[src/include/seq_pkg.sv]
// Package: register map, timing constants and state encodings of the supply sequencer
package seq_pkg;
   // Register byte offsets
   localparam logic [7:0] CTRL_OFF = 8'h00;
   localparam logic [7:0] RESET_DELAY_OFF = 8'h04;
   localparam logic [7:0] HOLDUP_OFF = 8'h08;
   localparam logic [7:0] LEVELS_OFF = 8'h0c;
   localparam logic [7:0] STATUS_OFF = 8'h10;
   localparam logic [7:0] RAILS_OFF = 8'h14;
   localparam logic [7:0] TICKS_OFF = 8'h18;
   // Control fields
   localparam int CTRL_ORDER_LSB = 0;
   localparam int CTRL_AUTOFREQ_BIT = 6;
   localparam int CTRL_BROWN_LSB = 8;
   // Reset values
   localparam logic [31:0] CTRL_RESET = 32'h0000_e024;
   localparam logic [31:0] RESET_DELAY_RESET = 32'h0000_0005;
   localparam logic [31:0] HOLDUP_RESET = 32'h0000_0003;
   localparam logic [31:0] LEVELS_RESET = 32'h2010_c0b0;
   // Line timing, 10 MHz clock
   localparam int CLK_HZ = 10_000_000;
   localparam int FAIL_MS = 30;
   localparam int FAIL_CYCLES = CLK_HZ / 1000 * FAIL_MS;
   localparam int STABLE_CROSSINGS = 50;
   localparam int SPLIT_US = 18_333;
   localparam int SPLIT_CYCLES = CLK_HZ / 1_000_000 * SPLIT_US;
   localparam int DIV50 = 5;
   localparam int DIV60 = 6;
   localparam int PHASE_W = 8;
   localparam logic [PHASE_W-1:0] PHASE_MAX = 8'hff;
   localparam logic [PHASE_W-1:0] PHASE_START = 8'h80;

   typedef enum logic [2:0] {
      ST_WAIT_MAINS = 3'b000,
      ST_ARM = 3'b001,
      ST_RAMP = 3'b010,
      ST_HOLD_RESET = 3'b011,
      ST_RUN = 3'b100,
      ST_HOLDUP = 3'b101,
      ST_DRAIN = 3'b110
   } seq_state_t;
endpackage
[src/include/phase_if.sv]
// Interface: per-crossing phase regulation request and result
`timescale 1ns/1ps
interface phase_if;
   logic crossing;
   logic [7:0] rawLevel;
   logic [7:0] target;
   logic [7:0] brownLimit;
   logic enable;
   logic fire;
   logic brownOut;
   modport ctrl (output crossing, rawLevel, target, brownLimit, enable, input fire, brownOut);
   modport reg_side (input crossing, rawLevel, target, brownLimit, enable, output fire, brownOut);
endinterface

[src/hw/phase_regulator.sv]
// Phase-angle regulator for one raw rail
`timescale 1ns/1ps
module phase_regulator
   import seq_pkg::*;
(
   input wire logic clk,
   input wire logic arst_n,
   input wire logic [31:0] halfPeriod,
   phase_if.reg_side pif
);
   typedef struct packed {
      logic [PHASE_W-1:0] angle;
      logic [31:0] sinceCross;
      logic fire;
      logic brown;
   } reg_state_t;
   reg_state_t s_q, s_d;

   // Angle moves one step per crossing; firing delay shrinks as angle grows
   always_comb begin
      logic [39:0] delay;
      s_d = s_q;
      delay = 40'(halfPeriod) * 40'(PHASE_MAX - s_q.angle);
      if (pif.crossing) begin
         s_d.sinceCross = '0;
         s_d.fire = 1'b0;
         if (pif.rawLevel < pif.target && s_q.angle != PHASE_MAX) begin
            s_d.angle = s_q.angle + 8'h01;
         end else if (pif.rawLevel > pif.target && s_q.angle != 8'h00) begin
            s_d.angle = s_q.angle - 8'h01;
         end
         // Too much on-time needed means the line is sagging
         s_d.brown = s_q.angle >= pif.brownLimit;
      end else begin
         s_d.sinceCross = s_q.sinceCross + 32'h1;
         if (s_q.sinceCross >= delay[39:8]) begin
            s_d.fire = 1'b1;
         end
      end
      if (!pif.enable) begin
         s_d.fire = 1'b0;
         s_d.brown = 1'b0;
         s_d.angle = PHASE_START;
      end
   end

   always_ff @(posedge clk or negedge arst_n) begin
      if (!arst_n) begin
         s_q <= '{angle: PHASE_START, sinceCross: 32'h0, fire: 1'b0, brown: 1'b0};
      end else begin
         s_q <= s_d;
      end
   end

   assign pif.fire = s_q.fire;
   assign pif.brownOut = s_q.brown;
endmodule

[src/hw/supply_sequencer.sv]
// Line-powered three-rail supply sequencer with AHB-Lite register slave
// What this block does
// - Tick by dividing crossings by five or six
// - Strap picks 50 or 60 Hz divisor
// - Rails stay off until mains is stable
// - Assert reset and cold start before rails
// - After crossing, enable rails one at a time
// - Release reset after programmable delay
// - Regulate raw rails by phase angle
// - Missing crossing past limit raises power-fail once reset is released
// - Excess on-time raises power-fail as brown-out
// - Power-fail drives all switches fully on
// - Hold-up delay then assert reset
// - Switches off until rails drain low
// - Off switch runs shutdown, warm start
// - Optionally measure line period at startup
//
// Decided for this implementation: the placing of the registers and the AHB-Lite interface to the registers.
`timescale 1ns/1ps
module supply_sequencer
   import seq_pkg::*;
#(
   parameter int FAIL_LIMIT = FAIL_CYCLES,
   parameter int SPLIT_LIMIT = SPLIT_CYCLES
) (
   input wire logic clk,
   input wire logic arst_n,
   // Register bus
   input wire logic hsel,
   input wire logic [31:0] haddr,
   input wire logic [1:0] htrans,
   input wire logic hwrite,
   input wire logic [2:0] hsize,
   input wire logic [31:0] hwdata,
   input wire logic hready,
   output logic [31:0] hrdata,
   output logic hreadyout,
   output logic hresp,
   // Line and rail measurements
   input wire logic line_zero_cross_in,
   input wire logic sixtyHzStrap,
   input wire logic offSwitch,
   input wire logic [7:0] low_raw_rail,
   input wire logic [7:0] high_raw_rail,
   // Rail switches and host signals
   output logic [2:0] railEnable,
   output logic sysReset,
   output logic coldStart,
   output logic tickIrq,
   output logic powerFailIrq
);
   typedef struct packed {
      // Crossing synchroniser, sequencer state and interval timing
      logic [1:0] zcSync;
      logic zcPrev;
      seq_state_t state;
      logic [31:0] lineTimer;
      logic [31:0] period;
      // Sequencer progress and outputs
      logic [7:0] stableCnt;
      logic [7:0] delayCnt;
      logic [1:0] railStep;
      logic [2:0] rails;
      logic sysReset;
      logic cold;
      logic fail;
      logic sixty;
      // Tick divider
      logic [2:0] tickCnt;
      logic tick;
      logic [15:0] ticks;
      // Software registers
      logic [31:0] ctrl;
      logic [31:0] resetDelay;
      logic [31:0] holdup;
      logic [31:0] levels;
      // Bus data phase memory
      logic dataPhase;
      logic dataWrite;
      logic [7:0] dataAddr;
      logic [31:0] rdata;
   } state_t;
   state_t s_q, s_d;

   phase_if lowIf();
   phase_if highIf();
   logic zcEvent;
   logic [1:0] orderSel;
   logic [1:0] railIdx;

   // Crossing event from the second synchroniser stage only
   assign zcEvent = s_q.zcSync[1] & ~s_q.zcPrev;

   // Rail order: rotation of 0,1,2 chosen by software
   assign orderSel = s_q.ctrl[CTRL_ORDER_LSB +: 2];
   always_comb begin
      logic [2:0] sum;
      sum = {1'b0, s_q.railStep} + {1'b0, orderSel};
      railIdx = (sum >= 3'd3) ? 2'(sum - 3'd3) : sum[1:0];
   end

   // Regulator hookups
   // Both regulators share the crossing event and the measured period
   assign lowIf.crossing = zcEvent;
   assign lowIf.rawLevel = low_raw_rail;
   assign lowIf.target = s_q.levels[7:0];
   assign lowIf.brownLimit = s_q.ctrl[CTRL_BROWN_LSB +: 8];
   assign lowIf.enable = s_q.state == ST_RUN;
   assign highIf.crossing = zcEvent;
   assign highIf.rawLevel = high_raw_rail;
   assign highIf.target = s_q.levels[15:8];
   assign highIf.brownLimit = s_q.ctrl[CTRL_BROWN_LSB +: 8];
   assign highIf.enable = s_q.state == ST_RUN;

   phase_regulator lowReg (
      .clk(clk),
      .arst_n(arst_n),
      .halfPeriod(s_q.period),
      .pif(lowIf.reg_side)
   );
   phase_regulator highReg (
      .clk(clk),
      .arst_n(arst_n),
      .halfPeriod(s_q.period),
      .pif(highIf.reg_side)
   );

   // Next state of the whole block; the two regulators run alongside
   // and only report firing and brown-out back
   always_comb begin
      logic crossTimeout;
      logic brown;
      logic [7:0] drainLevel;
      s_d = s_q;
      crossTimeout = s_q.lineTimer >= 32'(FAIL_LIMIT);
      brown = lowIf.brownOut | highIf.brownOut;
      drainLevel = s_q.levels[31:24];
      s_d.tick = 1'b0;

      // Input sampling and edge memory
      s_d.zcSync = {s_q.zcSync[0], line_zero_cross_in};
      s_d.zcPrev = s_q.zcSync[1];

      // Interval between crossings
      // Timer stops at the limit so a dead line never wraps round
      if (zcEvent) begin
         s_d.lineTimer = '0;
         s_d.period = s_q.lineTimer;
      end else if (!crossTimeout) begin
         s_d.lineTimer = s_q.lineTimer + 32'h1;
      end

      // Tick divider, not restarted when the frequency choice changes
      // A count left above a smaller divisor wraps at the next crossing
      if (zcEvent) begin
         if (s_q.tickCnt >= 3'(s_q.sixty ? DIV60 - 1 : DIV50 - 1)) begin
            s_d.tickCnt = '0;
            s_d.tick = 1'b1;
            s_d.ticks = s_q.ticks + 16'h1;
         end else begin
            s_d.tickCnt = s_q.tickCnt + 3'h1;
         end
      end

      // Sequencer
      case (s_q.state)
         ST_WAIT_MAINS: begin
            // Rails off and reset held until enough clean crossings
            s_d.rails = 3'b000;
            s_d.sysReset = 1'b1;
            s_d.fail = 1'b0;
            if (crossTimeout) begin
               s_d.stableCnt = '0;
               // A mains gap makes the next start a cold one
               s_d.cold = 1'b1;
            end else if (zcEvent) begin
               if (s_q.stableCnt == 8'(STABLE_CROSSINGS - 1)) begin
                  s_d.state = ST_ARM;
                  // Start type stands as the last shutdown or mains gap left it
                  s_d.stableCnt = '0;
                  // Long period means 50 Hz when measuring is chosen
                  if (s_q.ctrl[CTRL_AUTOFREQ_BIT]) begin
                     s_d.sixty = s_q.lineTimer < 32'(SPLIT_LIMIT);
                  end else begin
                     s_d.sixty = sixtyHzStrap;
                  end
               end else begin
                  s_d.stableCnt = s_q.stableCnt + 8'h1;
               end
            end
         end
         ST_ARM: begin
            // Reset stays up while waiting for a crossing
            s_d.sysReset = 1'b1;
            if (zcEvent) begin
               s_d.state = ST_RAMP;
               s_d.railStep = '0;
            end
         end
         ST_RAMP: begin
            // One rail per crossing limits inrush
            // The order rotation picks which rail comes first
            if (zcEvent) begin
               s_d.rails[railIdx] = 1'b1;
               if (s_q.railStep == 2'd2) begin
                  s_d.state = ST_HOLD_RESET;
                  s_d.delayCnt = '0;
               end else begin
                  s_d.railStep = s_q.railStep + 2'd1;
               end
            end
         end
         ST_HOLD_RESET: begin
            // Delay counted in ticks once all rails are on
            if (s_q.tick) begin
               s_d.delayCnt = s_q.delayCnt + 8'h1;
            end
            if (s_q.delayCnt >= s_q.resetDelay[7:0]) begin
               s_d.sysReset = 1'b0;
               s_d.state = ST_RUN;
            end
         end
         ST_RUN: begin
            // Rail 2 is full on; the other two follow their regulators
            s_d.rails = {1'b1, highIf.fire, lowIf.fire};
            if (crossTimeout || brown || offSwitch) begin
               s_d.fail = 1'b1;
               s_d.cold = !offSwitch;
               s_d.state = ST_HOLDUP;
               s_d.delayCnt = '0;
            end
         end
         ST_HOLDUP: begin
            s_d.rails = 3'b111;
            // Ticks may stop with the line, so the timeout also counts
            if (s_q.tick || crossTimeout) begin
               s_d.delayCnt = s_q.delayCnt + 8'h1;
            end
            // Restart the timer so a dead line adds one step per limit span,
            // not one per clock
            if (crossTimeout) begin
               s_d.lineTimer = '0;
            end
            if (s_q.delayCnt >= s_q.holdup[7:0]) begin
               s_d.sysReset = 1'b1;
               s_d.state = ST_DRAIN;
            end
         end
         ST_DRAIN: begin
            // Switches off until both rails sag below the drain level
            s_d.rails = 3'b000;
            s_d.fail = 1'b0;
            if (low_raw_rail < drainLevel && high_raw_rail < drainLevel && !offSwitch) begin
               s_d.state = ST_WAIT_MAINS;
               s_d.stableCnt = '0;
            end
         end
         default: begin
            // Unused codes fall back to the safe start
            s_d.state = ST_WAIT_MAINS;
         end
      endcase

      // Bus data phase: writes land one cycle after the address phase
      if (s_q.dataPhase && s_q.dataWrite) begin
         if (s_q.dataAddr == CTRL_OFF) begin
            s_d.ctrl = hwdata;
         end else if (s_q.dataAddr == RESET_DELAY_OFF) begin
            s_d.resetDelay = hwdata;
         end else if (s_q.dataAddr == HOLDUP_OFF) begin
            s_d.holdup = hwdata;
         end else if (s_q.dataAddr == LEVELS_OFF) begin
            s_d.levels = hwdata;
         end
      end
      // Address phase capture and read data preparation
      // Read data is registered here so it stands through the data phase
      s_d.dataPhase = hsel && hready && htrans[1];
      s_d.dataWrite = hwrite;
      s_d.dataAddr = haddr[7:0];
      if (hsel && hready && htrans[1] && !hwrite) begin
         if (haddr[7:0] == CTRL_OFF) begin
            s_d.rdata = s_q.ctrl;
         end else if (haddr[7:0] == RESET_DELAY_OFF) begin
            s_d.rdata = s_q.resetDelay;
         end else if (haddr[7:0] == HOLDUP_OFF) begin
            s_d.rdata = s_q.holdup;
         end else if (haddr[7:0] == LEVELS_OFF) begin
            s_d.rdata = s_q.levels;
         end else if (haddr[7:0] == STATUS_OFF) begin
            s_d.rdata = {24'h0, s_q.sixty, s_q.fail, s_q.cold, s_q.sysReset,
                         1'b0, s_q.state};
         end else if (haddr[7:0] == RAILS_OFF) begin
            s_d.rdata = {21'h0, s_q.rails, 8'h00};
         end else if (haddr[7:0] == TICKS_OFF) begin
            s_d.rdata = {16'h0, s_q.ticks};
         end else begin
            s_d.rdata = 32'h0; // Unmapped reads as zero
         end
      end
   end

   // Single state register; reset parks the block with rails off and reset up
   always_ff @(posedge clk or negedge arst_n) begin
      if (!arst_n) begin
         s_q <= '{
            zcSync: 2'b00,
            zcPrev: 1'b0,
            state: ST_WAIT_MAINS,
            lineTimer: 32'h0,
            period: 32'h0,
            stableCnt: 8'h00,
            delayCnt: 8'h00,
            railStep: 2'b00,
            rails: 3'b000,
            sysReset: 1'b1,
            cold: 1'b1,
            fail: 1'b0,
            sixty: 1'b0,
            tickCnt: 3'h0,
            tick: 1'b0,
            ticks: 16'h0000,
            ctrl: CTRL_RESET,
            resetDelay: RESET_DELAY_RESET,
            holdup: HOLDUP_RESET,
            levels: LEVELS_RESET,
            dataPhase: 1'b0,
            dataWrite: 1'b0,
            dataAddr: 8'h00,
            rdata: 32'h0
         };
      end else begin
         s_q <= s_d;
      end
   end

   // Outputs
   assign hrdata = s_q.rdata;
   assign hreadyout = 1'b1; // Zero wait states
   assign hresp = 1'b0;
   assign railEnable = s_q.rails;
   assign sysReset = s_q.sysReset;
   assign coldStart = s_q.cold;
   assign tickIrq = s_q.tick;
   assign powerFailIrq = s_q.fail;
endmodule

[config.mk]
export PLATFORM = sky130hd
export DESIGN_NAME = supply_sequencer
export DESIGN_NICKNAME = d
export VERILOG_FILES = /design/src/include/seq_pkg.sv /design/src/include/phase_if.sv /design/src/hw/phase_regulator.sv /design/src/hw/supply_sequencer.sv
export SDC_FILE = /design/constraint.sdc
export NUM_CORES = 2
export LEC_CHECK = 0
export BUFFER_PORTS_ARGS = -buffer_cell sky130_fd_sc_hd__buf_2
export CORE_MARGIN = 3
export CORE_UTILIZATION = 40
export DETAILED_ROUTE_END_ITERATION = 12
export PLACE_DENSITY_LB_ADDON = 0.25
export SETUP_SLACK_MARGIN = 0.1
export SYNTH_ARGS = -nofsm -noshare
export SYNTH_HDL_FRONTEND = slang
export SYNTH_SLANG_ARGS = --single-unit
[constraint.sdc]
create_clock -name clk -period 18.6 [get_ports clk]
set_input_delay 0 -clock clk [delete_from_list [all_inputs] [get_ports clk]]
set_output_delay 0 -clock clk [all_outputs]
set_load 0.01 [all_outputs]
==> metrics.md <==
| Metric | Value |
|---|---|
| Seq cells post-synth | `369` |
| Post-synth ARST share | `100%` |
| CP top delay family | `adder cells` |
| Top FF cell, synth | `dfrtp_1` |
| CTS tree | `done` |
| Worst hold slack | `0.0607 ns` |
| RR Endpoint | `highReg.pif.fire$_DFFE_PN0P_` |
| Worst hold path startpoint | `line_zero_cross_in` |
| Combinational share of power | `31.2%` |
| Mean Syn Cell Area | `9.60 sq um` |
| Synth Instances | `4158` |
| Clock power frac | `35.6%` |
| Die X | `322 um` |
| CTS root buf | `clkbuf_16` |
| Reg2reg setup slack | `9.58 ns` |
| PwrDens | `64.9 nW/um^2` |
| Via count | `28400` |
| Post-synth EDFFs | `0` |
| CP arrival | `9.55 ns` |
| CTS buffer count | `44` |
| Slew HR | `28.7%` |
| Max IR drop VDD | `0.0795 mV` |
| Status | `complete, no violations` |
| Worst r2r src | `highReg.s_q[35]$_DFFE_PN0P_` |
| Worst r2r path cells | `32` |
| Hold Path Sink | `s_d[284]$_DFF_PN0_` |
| Synthesized area | `39900 sq um` |
| Nets | `5284` |
| Largest net degree at the start of global routing | `171` |
| Crit. End Element | `flop` |
| Via density per instance | `5.12` |
| Hold/Removal Path Class | `primary input to flop` |
| Reg clk slew, reported paths | `0.06 ns` |
| Hold Violations, Final | `0` |
| Slowest stage delay, CP | `0.76 ns` |
| Worst Hold Depth | `2` |
| Fill cells | `9454` |
| Area growth, synth to finish | `9.81%` |
| Switching pwr | `0.987 mW` |
| 1st-iter DRT viols | `1666` |
| Die H | `322 um` |
| F_max | `0.111 GHz` |
| Initial Util | `40.4%` |
| Sequential-to-total area share from yosys stat | `23.2%` |
| Worst path required time | `19.14 ns` |
| Netlist cell types | `82` |
| Final core utilization | `44.4%` |
| Drt first pass iters | `5` |
| Syn Nets | `5227` |
| Fin. max-slew vios | `0` |
| Global route overflow | `0` |
| Critical Path Start | `highReg.s_q[35]$_DFFE_PN0P_` |
| # DRC | `0` |
| Worst slew pin tran | `1.07 ns` |
| GPL Wtd Cong | `0.834` |
| Critical path buffers and inverters | `7` |
| CP max FO | `27` |
| Post-Route WL | `95000 um` |
| Clock latency on the worst-skew pair | `0.62 ns` |
| Final setup TNS | `0 ns` |
| Die area | `104000 sq um` |
| CTS H-tree lvls | `2` |
| Initial antenna violation count | `5` |
| Global router's overall resource usage | `18.8%` |
| Tot Pwr | `2.84 mW` |
| Final Skew | `0.0555 ns` |
| ANT nets after route | `0` |
| # resized after CTS | `0` |
| Maxcap violations | `0` |
| Core ar. | `98700 sq um` |
| # setup viols final | `0` |
| Worst-case clock buffer depth | `3` |
| Share of cells above drive strength 1 | `9.50%` |
| Switching power share of the total | `34.7%` |
| Internal | `1.86 mW` |
| Cell Rows | `115` |
| Minimum clock period | `9.02 ns` |
| Pleak | `23.7 nW` |
| # IOs | `134` |
| Post-DR wirelength/cell | `17.1 um` |
| Unrepaired setup endpoints after global routing | `no` |
| Seq pwr share | `33.2%` |
| Hpwl dp | `71900 um` |
| Port bufs | `103` |
| Number of global-route vias before repair | `29400` |
| Critical Path Source Type | `flop` |
| Synthesis Warnings | `0` |
| Final Cycle Share | `48.5%` |
| Worst setup path class | `flop to flop` |
| First-pass GRT wire length | `157000 um` |
| CP max stage cell | `nor4b_1` |
| Clock Sinks | `369` |
## how the worst max path moves through the flow
stage,to,depth (start not counted)
after floorplan,lowReg.pif.fire$_DFFE_PN0P_,30
after global placement,highReg.pif.fire$_DFFE_PN0P_,32
after detailed placement,highReg.pif.fire$_DFFE_PN0P_,32
after CTS,highReg.pif.fire$_DFFE_PN0P_,32
after global routing,highReg.pif.fire$_DFFE_PN0P_,32
final,highReg.pif.fire$_DFFE_PN0P_,32
## routing by layer
layer	vias up	track usage (%)	wire length, um
li1	13700	-	-
met1	14100	26.0	44900
met2	456	30.8	43400
met3	115	2.99	4640
met4	4	4.37	2100
met5	-	0	31
## through the flow
| stage | instance area, sq um | std cells | setup slack [ns] |
|---|---|---|---|
| after floorplan | 39900 | 4158 | 10.73 |
| after global placement | 41500 | 5403 | 9.57 |
| after detailed placement | 41500 | 5403 | 9.49 |
| after CTS | 43800 | 5538 | 9.49 |
| after global routing | 43800 | 5540 | 8.88 |
| final | 43800 | 5541 | 9.58 |
## state kept, by name (all words and copies together), names as in the netlist
signal                cells
highIf.target             8
powerFailIrq              1
lowReg.pif.fire           1
sysReset                  1
coldStart                 1
highReg.pif.brownOut      1
tickIrq                   1
lowReg.pif.brownOut       1
orderSel                  2
highReg.pif.fire          1
lowIf.target              8
highReg.s_q              40
lowReg.s_q               40
hrdata                   32
s_q                     218
s_d                       2
railEnable                3
highIf.brownLimit         8
## repair_timing
item                      4_1_cts  5_1_grt
hold buffers                   53        0
setup buffers                   0        0
hold endpoints to repair      209        0
## placed cells by master (no fill, tap or decap), types with 79 or more instances in the layout
master,n
ha_1,623
inv_1,600
fa_1,353
dfrtp_1,349
nor2b_1,333
nand2_1,294
nand2b_1,184
nor2_1,153
o21ai_0,148
mux2_2,123
a21oi_1,114
buf_2,102
xnor2_1,80
a21o_1,79
## power by group through the flow
| stage | clock network [mW] | registers, mW | logic [mW] |
|---|---|---|---|
| 2_1_floorplan | 0 | 0.917 | 0.652 |
| 3_3_place_gp | 0 | 0.955 | 0.868 |
| 3_5_place_dp | 0 | 0.956 | 0.888 |
| 4_1_cts | 1.04 | 0.942 | 0.904 |
| 5_1_grt | 1.07 | 0.954 | 1.03 |
| 6_report | 1.01 | 0.944 | 0.888 |
## cells in the mapped netlist (all sizes together) (118+ instances only)
cell      n  area share (%)
fa      353              18
ha      623              20
dfrtp   349              22
clkbuf  129             1.2
a21oi   118             1.5
nor2    156             1.5
nand2b  186             2.9
inv     600             5.6
mux2    123             3.5
nor2b   334             5.2
o21ai   158             2.0
nand2   294             2.8
## area by class of cell
| cell class | count | area (sq um) | area share, % |
|---|---|---|---|
| well taps | 1287 | 1610 | 3.68 |
| clock buffers | 58 | 1240 | 2.84 |
| multi-input cells | 3002 | 27600 | 62.9 |
| inverters | 600 | 2250 | 5.14 |
| diodes | 3 | 7.51 | 0.0171 |
| repair buffers | 198 | 1400 | 3.20 |
| clock inverters | 24 | 469 | 1.07 |
| flip-flops and latches | 369 | 9260 | 21.1 |
## cells by family (layout without fill, tap and decap cells)
logic type,Yosys count,after routing,synth area share [%]
multiplexers,124,124,3.50
flip-flops,369,369,23.2
AND/OR/NAND/NOR,1226,1226,16.3
other,2,5,0.0188
AO/OA/AOI/OAI,518,518,8.54
XOR/XNOR,156,156,3.42
adder cells (fa/ha/maj),976,976,37.2
buffers and inverters,787,880,7.78
Power figures use the tool's default switching activity.
